--- src/logic/flag_bus_pkg.sv ---
package flag_bus_pkg;

    // ------------------------------------------------------------
    // Sizes
    // ------------------------------------------------------------
    localparam int QUEUES      = 4;
    localparam int ADDR_W      = 5;
    localparam int IDENT_W     = 3;
    localparam int SIDES       = 2;
    localparam int SIDE_FULL   = 0;
    localparam int SIDE_EMPTY  = 1;

    // ------------------------------------------------------------
    // Packet flag timing, in read-side clock cycles
    // ------------------------------------------------------------
    localparam int FALL_CYCLES = 2;
    localparam int RISE_CYCLES = 3;

    // ------------------------------------------------------------
    // Register map
    // ------------------------------------------------------------
    localparam logic [11:0] QCFG_OFF   = 12'h000;
    localparam logic [11:0] STATUS_OFF = 12'h004;
    localparam logic [11:0] COUNT_OFF  = 12'h008;
    localparam logic [3:0]  QCFG_RESET = 4'hf;

    // ------------------------------------------------------------
    // Carriers
    // ------------------------------------------------------------
    typedef struct packed {
        logic              bus_strobe;
        logic [ADDR_W-1:0] port_address;
        logic              token_in;
    } side_req_t;

    typedef struct packed {
        logic [QUEUES-1:0] status_bus_n;
        logic              status_bus_oe;
        logic              token_out;
        logic              sync_pulse;
    } side_out_t;

    typedef struct packed {
        logic               polled;
        logic               chain_master;
        logic               packet_mode;
        logic [IDENT_W-1:0] identity;
    } straps_t;

endpackage

--- src/logic/multi_queue_flag_bus_expansion.sv ---
`timescale 1ns/1ps

// Functional notes
// - Packet flag edges timed by read clock
// - Packet flag falls on end after start
// - Fall two read cycles after end word
// - Read queue switch adds one cycle
// - Flag rises three cycles after last start
// - Full bus taken on strobe and match
// - Upper address bits compared with identity
// - Full bus shows new owner next cycle
// - Full bus bit may lag once
// - Polled mode, master owns first edge
// - Master sync high while owning full bus
// - Full token high in owning cycle
// - Four bit bus, queue n on bit n
// - Active read queue on discrete flags, write queue on almost-full
// - Packet mode picks packet or almost-empty
// - Only owning device drives shared bus
// - Mode strap picks direct or polled
// - Empty bus taken on strobe and match
// - Empty bus shows new owner next cycle
// - Empty bus bit may lag once
// - Master sync high while owning empty bus
// - Empty token high in owning cycle
module multi_queue_flag_bus_expansion #(
    parameter int CNT_W = 8
) (
    input  wire logic                        pclk,
    input  wire logic                        presetn,
    input  wire logic [11:0]                 paddr,
    input  wire logic                        psel,
    input  wire logic                        penable,
    input  wire logic                        pwrite,
    input  wire logic [31:0]                 pwdata,
    output logic      [31:0]                 prdata,
    output logic                             pready,
    output logic                             pslverr,
    input  wire logic                        master_reset_n,
    input  wire logic                        flag_bus_mode_select,
    input  wire logic                        chain_master_select,
    input  wire logic                        packet_mode_select,
    input  wire logic [2:0]                  device_identity_inputs,
    input  wire logic                        wr_en,
    input  wire logic [1:0]                  wr_queue,
    input  wire logic                        write_end_of_packet_marker,
    input  wire logic                        write_start_of_packet_marker,
    input  wire logic                        rd_en,
    input  wire logic [1:0]                  rd_queue,
    input  wire logic                        read_start_of_packet_marker,
    input  wire logic                        rd_queue_switch,
    input  wire logic [3:0]                  almost_full_level_n,
    input  wire logic [3:0]                  almost_empty_level_n,
    input  wire logic [3:0]                  queue_not_empty,
    input  wire flag_bus_pkg::side_req_t     full_side_req,
    input  wire flag_bus_pkg::side_req_t     empty_side_req,
    output flag_bus_pkg::side_out_t          full_side_out,
    output flag_bus_pkg::side_out_t          empty_side_out,
    output logic                             almost_full_flag_n,
    output logic                             almost_empty_flag_n,
    output logic                             packet_ready_flag_n,
    output logic                             output_valid_flag_n
);

    localparam int Q = flag_bus_pkg::QUEUES;

    // ------------------------------------------------------------
    // Straps caught while master reset is low
    // ------------------------------------------------------------
    flag_bus_pkg::straps_t straps_q;
    logic                  mrs_low_q;

    always_ff @(posedge pclk or negedge presetn)
    begin
        if (!presetn)
            straps_q <= '0;
        else if (!master_reset_n)
        begin
            straps_q.polled       <= flag_bus_mode_select;
            straps_q.chain_master <= chain_master_select;
            straps_q.packet_mode  <= packet_mode_select;
            straps_q.identity     <= device_identity_inputs;
        end
    end

    always_ff @(posedge pclk or negedge presetn)
    begin
        if (!presetn)
            mrs_low_q <= 1'b1;
        else
            mrs_low_q <= !master_reset_n;
    end

    // ------------------------------------------------------------
    // Packet completion and read-out events
    // ------------------------------------------------------------
    logic [Q-1:0] start_seen_q;
    logic [Q-1:0] wr_done_vec;
    logic [Q-1:0] rd_start_vec;
    logic [Q-1:0] wr_onehot;
    logic [Q-1:0] rd_onehot;

    assign wr_onehot    = 4'h1 << wr_queue;
    assign rd_onehot    = 4'h1 << rd_queue;
    assign wr_done_vec  = (wr_en && write_end_of_packet_marker &&
                           ((|(start_seen_q & wr_onehot)) ||
                            write_start_of_packet_marker))
                          ? wr_onehot : 4'h0;
    assign rd_start_vec = (rd_en && read_start_of_packet_marker)
                          ? rd_onehot : 4'h0;

    always_ff @(posedge pclk or negedge presetn)
    begin
        if (!presetn)
            start_seen_q <= 4'h0;
        else if (!master_reset_n)
            start_seen_q <= 4'h0;
        else if (wr_en && write_end_of_packet_marker)
            start_seen_q <= start_seen_q & ~wr_onehot;
        else if (wr_en && write_start_of_packet_marker)
            start_seen_q <= start_seen_q | wr_onehot;
    end

    // ------------------------------------------------------------
    // Flag delay lines, one extra cycle on a read queue switch
    // ------------------------------------------------------------
    logic [Q-1:0] inc_s1_q;
    logic [Q-1:0] inc_s2_q;
    logic [Q-1:0] inc_late_q;
    logic [Q-1:0] dec_s1_q;
    logic [Q-1:0] dec_s2_q;
    logic [Q-1:0] dec_s3_q;
    logic [Q-1:0] dec_late_q;
    logic [Q-1:0] inc_apply;
    logic [Q-1:0] dec_apply;

    assign inc_apply = (rd_queue_switch ? 4'h0 : inc_s2_q) | inc_late_q;
    assign dec_apply = (rd_queue_switch ? 4'h0 : dec_s3_q) | dec_late_q;

    always_ff @(posedge pclk or negedge presetn)
    begin
        if (!presetn)
        begin
            inc_s1_q   <= 4'h0;
            inc_s2_q   <= 4'h0;
            inc_late_q <= 4'h0;
            dec_s1_q   <= 4'h0;
            dec_s2_q   <= 4'h0;
            dec_s3_q   <= 4'h0;
            dec_late_q <= 4'h0;
        end
        else if (!master_reset_n)
        begin
            inc_s1_q   <= 4'h0;
            inc_s2_q   <= 4'h0;
            inc_late_q <= 4'h0;
            dec_s1_q   <= 4'h0;
            dec_s2_q   <= 4'h0;
            dec_s3_q   <= 4'h0;
            dec_late_q <= 4'h0;
        end
        else
        begin
            inc_s1_q   <= wr_done_vec;
            inc_s2_q   <= inc_s1_q;
            inc_late_q <= rd_queue_switch ? inc_s2_q : 4'h0;
            dec_s1_q   <= rd_start_vec;
            dec_s2_q   <= dec_s1_q;
            dec_s3_q   <= dec_s2_q;
            dec_late_q <= rd_queue_switch ? dec_s3_q : 4'h0;
        end
    end

    // ------------------------------------------------------------
    // Complete packet counts and packet-ready bits (active low)
    // ------------------------------------------------------------
    logic [CNT_W-1:0] cnt_q [Q];
    logic [Q-1:0]     packet_ready_n_q;

    genvar gq;
    for (gq = 0; gq < Q; gq++)
    begin : g_queue
        logic [CNT_W-1:0] cnt_d;

        always_comb
        begin
            cnt_d = cnt_q[gq];
            if (inc_apply[gq] && (cnt_d != {CNT_W{1'b1}}))
                cnt_d = cnt_d + 1'b1;
            if (dec_apply[gq] && (cnt_d != '0))
                cnt_d = cnt_d - 1'b1;
        end

        always_ff @(posedge pclk or negedge presetn)
        begin
            if (!presetn)
            begin
                cnt_q[gq]            <= '0;
                packet_ready_n_q[gq] <= 1'b1;
            end
            else if (!master_reset_n)
            begin
                cnt_q[gq]            <= '0;
                packet_ready_n_q[gq] <= 1'b1;
            end
            else
            begin
                cnt_q[gq]            <= cnt_d;
                packet_ready_n_q[gq] <= (cnt_d == '0);
            end
        end
    end

    // ------------------------------------------------------------
    // Discrete flags of the active queues
    // ------------------------------------------------------------
    always_ff @(posedge pclk or negedge presetn)
    begin
        if (!presetn)
        begin
            almost_full_flag_n  <= 1'b1;
            almost_empty_flag_n <= 1'b0;
            packet_ready_flag_n <= 1'b1;
            output_valid_flag_n <= 1'b1;
        end
        else
        begin
            almost_full_flag_n  <= almost_full_level_n[wr_queue];
            almost_empty_flag_n <= almost_empty_level_n[rd_queue];
            packet_ready_flag_n <= packet_ready_n_q[rd_queue];
            output_valid_flag_n <= !queue_not_empty[rd_queue];
        end
    end

    // ------------------------------------------------------------
    // Shared status buses and ownership, one per side
    // ------------------------------------------------------------
    logic [3:0]              qcfg_q;
    logic [1:0]              own_q;
    flag_bus_pkg::side_req_t req_a [flag_bus_pkg::SIDES];
    logic [Q-1:0]            src_a [flag_bus_pkg::SIDES];
    logic [Q-1:0]            bus_q [flag_bus_pkg::SIDES];
    flag_bus_pkg::side_out_t out_a [flag_bus_pkg::SIDES];

    assign req_a[flag_bus_pkg::SIDE_FULL]  = full_side_req;
    assign req_a[flag_bus_pkg::SIDE_EMPTY] = empty_side_req;
    assign src_a[flag_bus_pkg::SIDE_FULL]  = almost_full_level_n;
    assign src_a[flag_bus_pkg::SIDE_EMPTY] = straps_q.packet_mode
                                             ? packet_ready_n_q
                                             : almost_empty_level_n;
    assign full_side_out  = out_a[flag_bus_pkg::SIDE_FULL];
    assign empty_side_out = out_a[flag_bus_pkg::SIDE_EMPTY];

    genvar gs;
    for (gs = 0; gs < flag_bus_pkg::SIDES; gs++)
    begin : g_side
        logic sel_match;

        assign sel_match = req_a[gs].port_address[4:2]
                           == straps_q.identity;

        always_ff @(posedge pclk or negedge presetn)
        begin
            if (!presetn)
                own_q[gs] <= 1'b0;
            else if (!master_reset_n)
                own_q[gs] <= 1'b0;
            else if (straps_q.polled)
                own_q[gs] <= (straps_q.chain_master && mrs_low_q) ||
                             req_a[gs].token_in;
            else if (req_a[gs].bus_strobe)
                own_q[gs] <= sel_match;
        end

        // Unconfigured queues read as high
        always_ff @(posedge pclk or negedge presetn)
        begin
            if (!presetn)
                bus_q[gs] <= 4'hf;
            else
                bus_q[gs] <= src_a[gs] | ~qcfg_q;
        end

        assign out_a[gs].status_bus_n  = bus_q[gs];
        assign out_a[gs].status_bus_oe = own_q[gs];
        assign out_a[gs].token_out     = own_q[gs] && straps_q.polled;
        assign out_a[gs].sync_pulse    = own_q[gs] && straps_q.polled &&
                                         straps_q.chain_master;
    end

    // ------------------------------------------------------------
    // APB slave, zero wait states
    // ------------------------------------------------------------
    logic        setup;
    logic        access;
    logic        mapped;
    logic [31:0] rd_mux;

    assign setup  = psel && !penable;
    assign access = psel && penable;
    assign mapped = (paddr == flag_bus_pkg::QCFG_OFF) ||
                    (paddr == flag_bus_pkg::STATUS_OFF) ||
                    (paddr == flag_bus_pkg::COUNT_OFF);
    assign pready  = 1'b1;
    assign pslverr = access && !mapped;

    always_comb
    begin
        rd_mux = 32'h0;
        case (paddr)
            flag_bus_pkg::QCFG_OFF:
                rd_mux = {28'h0, qcfg_q};
            flag_bus_pkg::STATUS_OFF:
                rd_mux = {20'h0, straps_q, own_q, packet_ready_n_q};
            flag_bus_pkg::COUNT_OFF:
                rd_mux = {cnt_q[3][7:0], cnt_q[2][7:0],
                          cnt_q[1][7:0], cnt_q[0][7:0]};
            default:
                rd_mux = 32'h0;
        endcase
    end

    always_ff @(posedge pclk or negedge presetn)
    begin
        if (!presetn)
            prdata <= 32'h0;
        else if (setup && !pwrite)
            prdata <= rd_mux;
    end

    always_ff @(posedge pclk or negedge presetn)
    begin
        if (!presetn)
            qcfg_q <= flag_bus_pkg::QCFG_RESET;
        else if (access && pwrite && (paddr == flag_bus_pkg::QCFG_OFF))
            qcfg_q <= pwdata[3:0];
    end
endmodule

--- config.mk ---
export PLATFORM = sky130hd
export DESIGN_NAME = multi_queue_flag_bus_expansion
export DESIGN_NICKNAME = d
export VERILOG_FILES = /design/src/logic/flag_bus_pkg.sv /design/src/logic/multi_queue_flag_bus_expansion.sv
export SDC_FILE = /design/constraint.sdc
export NUM_CORES = 1
export LEC_CHECK = 0
export ABC_AREA = 1
export BUFFER_PORTS_ARGS = -buffer_cell sky130_fd_sc_hd__buf_2
export CAP_MARGIN = 20
export CORE_ASPECT_RATIO = 0.8
export CORE_MARGIN = 2
export CORE_UTILIZATION = 34
export CTS_CLUSTER_SIZE = 8
export DETAILED_ROUTE_END_ITERATION = 12
export GPL_ROUTABILITY_DRIVEN = 0
export SETUP_SLACK_MARGIN = 0.3
export SYNTH_ARGS = -nofsm -noshare
export SYNTH_HDL_FRONTEND = slang
export SYNTH_SLANG_ARGS = --single-unit
--- constraint.sdc ---
create_clock -name pclk -period 3.62 [get_ports pclk]
set_input_delay 0.181 -clock pclk [delete_from_list [all_inputs] [get_ports pclk]]
set_output_delay 0.181 -clock pclk [all_outputs]
set_load 0.005 [all_outputs]
==> results.md <==
STA:
- Final hold analysis gives a worst-case slack of between 0.015 and 0.02 ns.
- The worst clock skew is around 0.012 ns.
- The upper clock frequency limit is 0.361 GHz.
- In the final timing run, aggregate negative setup slack is 0 ns.
- The final-report hold violation count was 0.
- The max-slew violation count was 0.
- Setup violations remaining at the end of the flow were counted as 0.
- Setup repair after global routing left no endpoint under its margin.
- Of the available clock period, the critical path in the final layout requires 0.764.
- The minimum period implied by the final worst setup slack is around 2.8 ns.
- Measured against its own limit, the worst slew margin works out to 0.458.
- At the pin with the least slew margin, the transition time is a little over 0.8 ns.

Hold path:
- The path category of the worst min-delay check is input pin to register.
- Along the worst hold path, the cell count comes to 2.
- The hold path startpoint is rd_queue[0].
- The worst hold path terminates at dec_s1_q[0].

Die:
- The area of the die is 23700 um2.
- The count of standard-cell rows is 49.
- The die span in y is ~140 um.
- Measured along the x axis, the die boundary spans 172 um.
- During I/O placement, the number of pins put on the boundary was ~140.
- In this run the standard cell core region covers ~22000 um2.
- The starting utilization of the core area is 0.343.

GRT:
- The number of global-route vias before repair is around 6.4k.
- The aggregate global-route resource usage is 0.166.
- The global-route wire length before repair is approximately 32 mm.
- Entering global routing, the biggest net connects 65 pins.
- The number of antenna violations at the first check in global routing is 1.
- The global route total overflow is 0.

Logic synthesis:
- By count the netlist is led by sky130_fd_sc_hd__nand2_1 (329), sky130_fd_sc_hd__inv_1 (129), sky130_fd_sc_hd__dfrtp_1 (105), sky130_fd_sc_hd__nor2_1 (94), sky130_fd_sc_hd__nand3_1 (78).
- The gate count of the mapped netlist is 1029.
- The number of synthesized flops with an enable pin is 0.
- Counting distinct cell types in the post-synthesis netlist gives 43.
- In this run the mean area of a mapped cell was around 7.4 um2.
- The library cell with the largest summed area after synthesis is sky130_fd_sc_hd__dfrtp_1.
- By instance count, the leading cell after synthesis is sky130_fd_sc_hd__nand2_1.
- By area the synthesized netlist is led by sky130_fd_sc_hd__dfrtp_1 (34%), sky130_fd_sc_hd__nand2_1 (16%), sky130_fd_sc_hd__dfstp_2 (6.9%).
- The synthesized net count is 1133.
- The number of warning messages in the yosys log is 0.
- The fraction of synthesized cell area taken by the top area cell type is 0.344.
- The main flop type after synthesis is sky130_fd_sc_hd__dfrtp_1.
- The summed instance area of the synthesized netlist is approximately 7600 um2.
- The register area share after synthesis is 0.413.
- Synthesis inferred ~130 register bits.
- In the synthesized netlist the async set-or-reset flop fraction comes to 1.00.

CTS:
- The clock insertion delay at the later pin of the skew report is about 0.4 ns.
- Buffers inserted to repair hold after CTS numbered 17.
- After clock tree synthesis, the repair step resized 0 gates.
- The post-CTS repair timing setup buffer count is 0.
- In this run the clock root is driven by a sky130_fd_sc_hd__clkbuf_16.
- The H-tree was split into 4 levels.
- TritonCTS built the clock tree.
- The number of buffers inserted during clock tree synthesis is 17.
- After clock tree synthesis, the clock-pin slew on the worst setup and hold paths is roughly 0.06 ns.
- The number of buffers on the longest clock path is 2.
- The clock sink total is around 130.

Layout:
- In the final layout, the share of cells above drive strength 1 is 0.218.
- In the final design database the tool counted 1261 nets.
- The final standard cell count with taps included and fillers excluded is around 1.5k.
- The area growth from synthesis to final layout is 21.7%.
- The number of filler cells placed in the layout is 2256.

Critical path:
- The worst setup path is launched from a register.
- The worst register-to-register path has a depth of 20.
- The data required time at the worst endpoint is 3.97 ns.
- The startpoint of the worst register-to-register path is cnt_q[17].
- At the worst endpoint, the arrival time is between 3 and 4 ns.
- The internal reg-to-reg setup slack is roughly 0.85 ns.
- The path type of the worst setup path is register to register.
- The endpoint identified for the worst register-to-register timing path is packet_ready_n_q[1].
- In this run the worst path has a maximum fanout of 10.
- The endpoint class of the critical path is a register.

Power:
- The net switching power is roughly 0.00080 W.
- The share of total power dissipated in combinational logic is 0.067.
- IR analysis of the VDD net gives a maximum drop of 0.000234 V.
- The share of total power dissipated in sequential elements is 0.420.
- The power per unit of standard cell area is ~370 nW/um2.
- The static leakage is between 5 and 6 nW.
- The switching power as a share of total power is 0.236.
- The design draws 0.00342 W.
- The part of the total power dissipated in the clock network is 0.513.
- The total internal power is 0.00261 W.

Routing:
- The routed via count divided by cell count is between 4 and 5.
- After the first detailed-routing iteration, the DRC count stood at slightly above 500.
- The first-pass detailed-route iteration total is 5.
- In the final routed layout, each cell accounts on average for between 10 and 15 um.
- The final route contains about 7.0k vias.
- The post-route antenna net violation count is 0.
- In the routed design, unresolved DRC markers number 0.
- The wire length after detailed routing is 19.2 mm.

Placement:
- Detailed placement ended at an HPWL of around 14 mm.
- After detailed placement, the design holds a cell count of between 1k and 1.5k.
- The count of input and output buffers is between 100 and 150.

Flow run:
- The tool flagged a number of max-cap violations equal to 0.

Outcome:
- The flow ran to the end, and the final reports show no timing, DRC or antenna violations.
==> critical path: stages, from the launching register on <==
cell and delay [ns]:
sky130_fd_sc_hd__dfrtp_1 0.47, sky130_fd_sc_hd__ha_1 0.29, sky130_fd_sc_hd__nand2_2 0.09, sky130_fd_sc_hd__nor2_4 0.13
sky130_fd_sc_hd__nand2_4 0.13, sky130_fd_sc_hd__nand2_8 0.11, sky130_fd_sc_hd__inv_2 0.05, sky130_fd_sc_hd__nand2_1 0.08
sky130_fd_sc_hd__nand2_2 0.12, sky130_fd_sc_hd__ha_1 0.22, sky130_fd_sc_hd__nand3_1 0.10, sky130_fd_sc_hd__nor2_2 0.06
sky130_fd_sc_hd__nand2_4 0.10, sky130_fd_sc_hd__nand2_4 0.09, sky130_fd_sc_hd__inv_2 0.11, sky130_fd_sc_hd__nand2_1 0.06
sky130_fd_sc_hd__nand2_1 0.09, sky130_fd_sc_hd__nand2_1 0.06, sky130_fd_sc_hd__nor2_1 0.14, sky130_fd_sc_hd__nand2_1 0.14
sky130_fd_sc_hd__nand2_1 0.09
==> cells by family (layout without fill, tap and decap cells) <==
group	Yosys count	after routing	synth area share
flops	125	125	0.413
other cells	1	2	0.000491
fa+ha+maj	12	12	0.0197
compound gates	89	89	0.0833
mux	4	4	0.00590
xor+xnor	14	14	0.0180
buf+inv	170	311	0.0878
simple gates	614	614	0.372
==> sequential cells by signal (all words and copies together), names as in the netlist, 5 cells and up <==
register	flops
cnt_q	32
prdata	32
straps_q	6
empty_side_out	5
full_side_out	5
==> per-layer routing <==
layer / global-route usage / wire, um / part of all wire / vias to the layer above
li1: - / - / - / 3551
met1: 0.245 / 9880 / 0.51 / 3255
met2: 0.243 / 8190 / 0.43 / 150
met3: 0.0401 / 930 / 0.048 / 14
met4: 0.0406 / 208 / 0.011 / 0
met5: 0 / 0 / 0 / -
==> worst max path at each step <==
stage	start	end	slack, ns	cells after the start
6_report	cnt_q[17]	packet_ready_n_q[1]	0.85	20
4_1_cts	cnt_q[17]	packet_ready_n_q[1]	0.88	18
3_5_place_dp	cnt_q[17]	packet_ready_n_q[1]	0.89	20
3_3_place_gp	cnt_q[17]	packet_ready_n_q[1]	0.89	20
5_1_grt	cnt_q[17]	packet_ready_n_q[1]	0.60	20
2_1_floorplan	cnt_q[16]	packet_ready_n_q[1]	1.42	19
==> power by group through the flow <==
stage | clock network [W] | registers [W] | logic, W
finish | 0.00175 | 0.00143 | 0.000229
detailed placement | 0 | 0.00146 | 0.000212
global route | 0.00187 | 0.00144 | 0.000259
floorplan | 0 | 0.00146 | 0.000108
CTS | 0.00179 | 0.00143 | 0.000228
global placement | 0 | 0.00146 | 0.000209
==> metrics by stage <==
| stage | cell area, um2 | utilization | worst slack [ns] |
|---|---|---|---|
| 2_1_floorplan | 7630 | - | 1.42 |
| 3_3_place_gp | 8490 | 0.381 | 0.891 |
| 3_5_place_dp | 8490 | 0.381 | 0.886 |
| 4_1_cts | 9270 | 0.416 | 0.878 |
| 5_1_grt | 9290 | 0.418 | 0.596 |
| 6_report | 9300 | 0.418 | 0.854 |
==> cell usage in the layout, fill, tap and decap left out, types with 3 or more instances in the layout <==
| cell type | synthesis | routed |
|---|---|---|
| sky130_fd_sc_hd__o22ai_1 | 9 | 9 |
| sky130_fd_sc_hd__buf_4 | 4 | 6 |
| sky130_fd_sc_hd__dfrtp_1 | 105 | 105 |
| sky130_fd_sc_hd__o21ai_0 | 13 | 13 |
| sky130_fd_sc_hd__nor2_2 | 11 | 11 |
| sky130_fd_sc_hd__nand2_4 | 18 | 18 |
| sky130_fd_sc_hd__nand4_1 | 37 | 37 |
| sky130_fd_sc_hd__dlygate4sd3_1 | 0 | 17 |
| sky130_fd_sc_hd__inv_2 | 17 | 17 |
| sky130_fd_sc_hd__nor2_4 | 4 | 4 |
| sky130_fd_sc_hd__buf_2 | 2 | 109 |
| sky130_fd_sc_hd__o221ai_1 | 5 | 5 |
| sky130_fd_sc_hd__o21bai_1 | 4 | 4 |
| sky130_fd_sc_hd__ha_1 | 12 | 12 |
| sky130_fd_sc_hd__nor3_1 | 14 | 14 |
| sky130_fd_sc_hd__clkinv_4 | 0 | 4 |
| sky130_fd_sc_hd__or2_2 | 3 | 3 |
| sky130_fd_sc_hd__a21oi_1 | 11 | 11 |
| sky130_fd_sc_hd__o211ai_1 | 5 | 5 |
| sky130_fd_sc_hd__mux2_2 | 4 | 4 |
| sky130_fd_sc_hd__inv_1 | 129 | 129 |
| sky130_fd_sc_hd__a22o_1 | 9 | 9 |
| sky130_fd_sc_hd__xor2_1 | 12 | 12 |
| sky130_fd_sc_hd__clkinvlp_4 | 0 | 3 |
| sky130_fd_sc_hd__dfstp_2 | 20 | 20 |
| sky130_fd_sc_hd__clkbuf_16 | 0 | 17 |
| sky130_fd_sc_hd__nor2_1 | 94 | 94 |
| sky130_fd_sc_hd__nand3_1 | 78 | 78 |
| sky130_fd_sc_hd__bufinv_16 | 0 | 3 |
| sky130_fd_sc_hd__nand2_2 | 20 | 20 |
| sky130_fd_sc_hd__nand2_8 | 3 | 3 |
| sky130_fd_sc_hd__a22oi_1 | 3 | 3 |
| sky130_fd_sc_hd__nand2_1 | 329 | 329 |
| sky130_fd_sc_hd__o31ai_1 | 21 | 21 |
==> final cells by class <==
class | count | area, um2 | area share
antenna | 1 | 2.50 | 0.000269
clock buffer | 19 | 443 | 0.0477
clock inverter | 13 | 166 | 0.0179
inverter | 146 | 548 | 0.0590
multi-input combinational | 734 | 3810 | 0.410
sequential | 125 | 3150 | 0.339
tap | 306 | 383 | 0.0412
timing repair buffer | 133 | 788 | 0.0848
No activity file was read; power rests on OpenSTA's default activity.
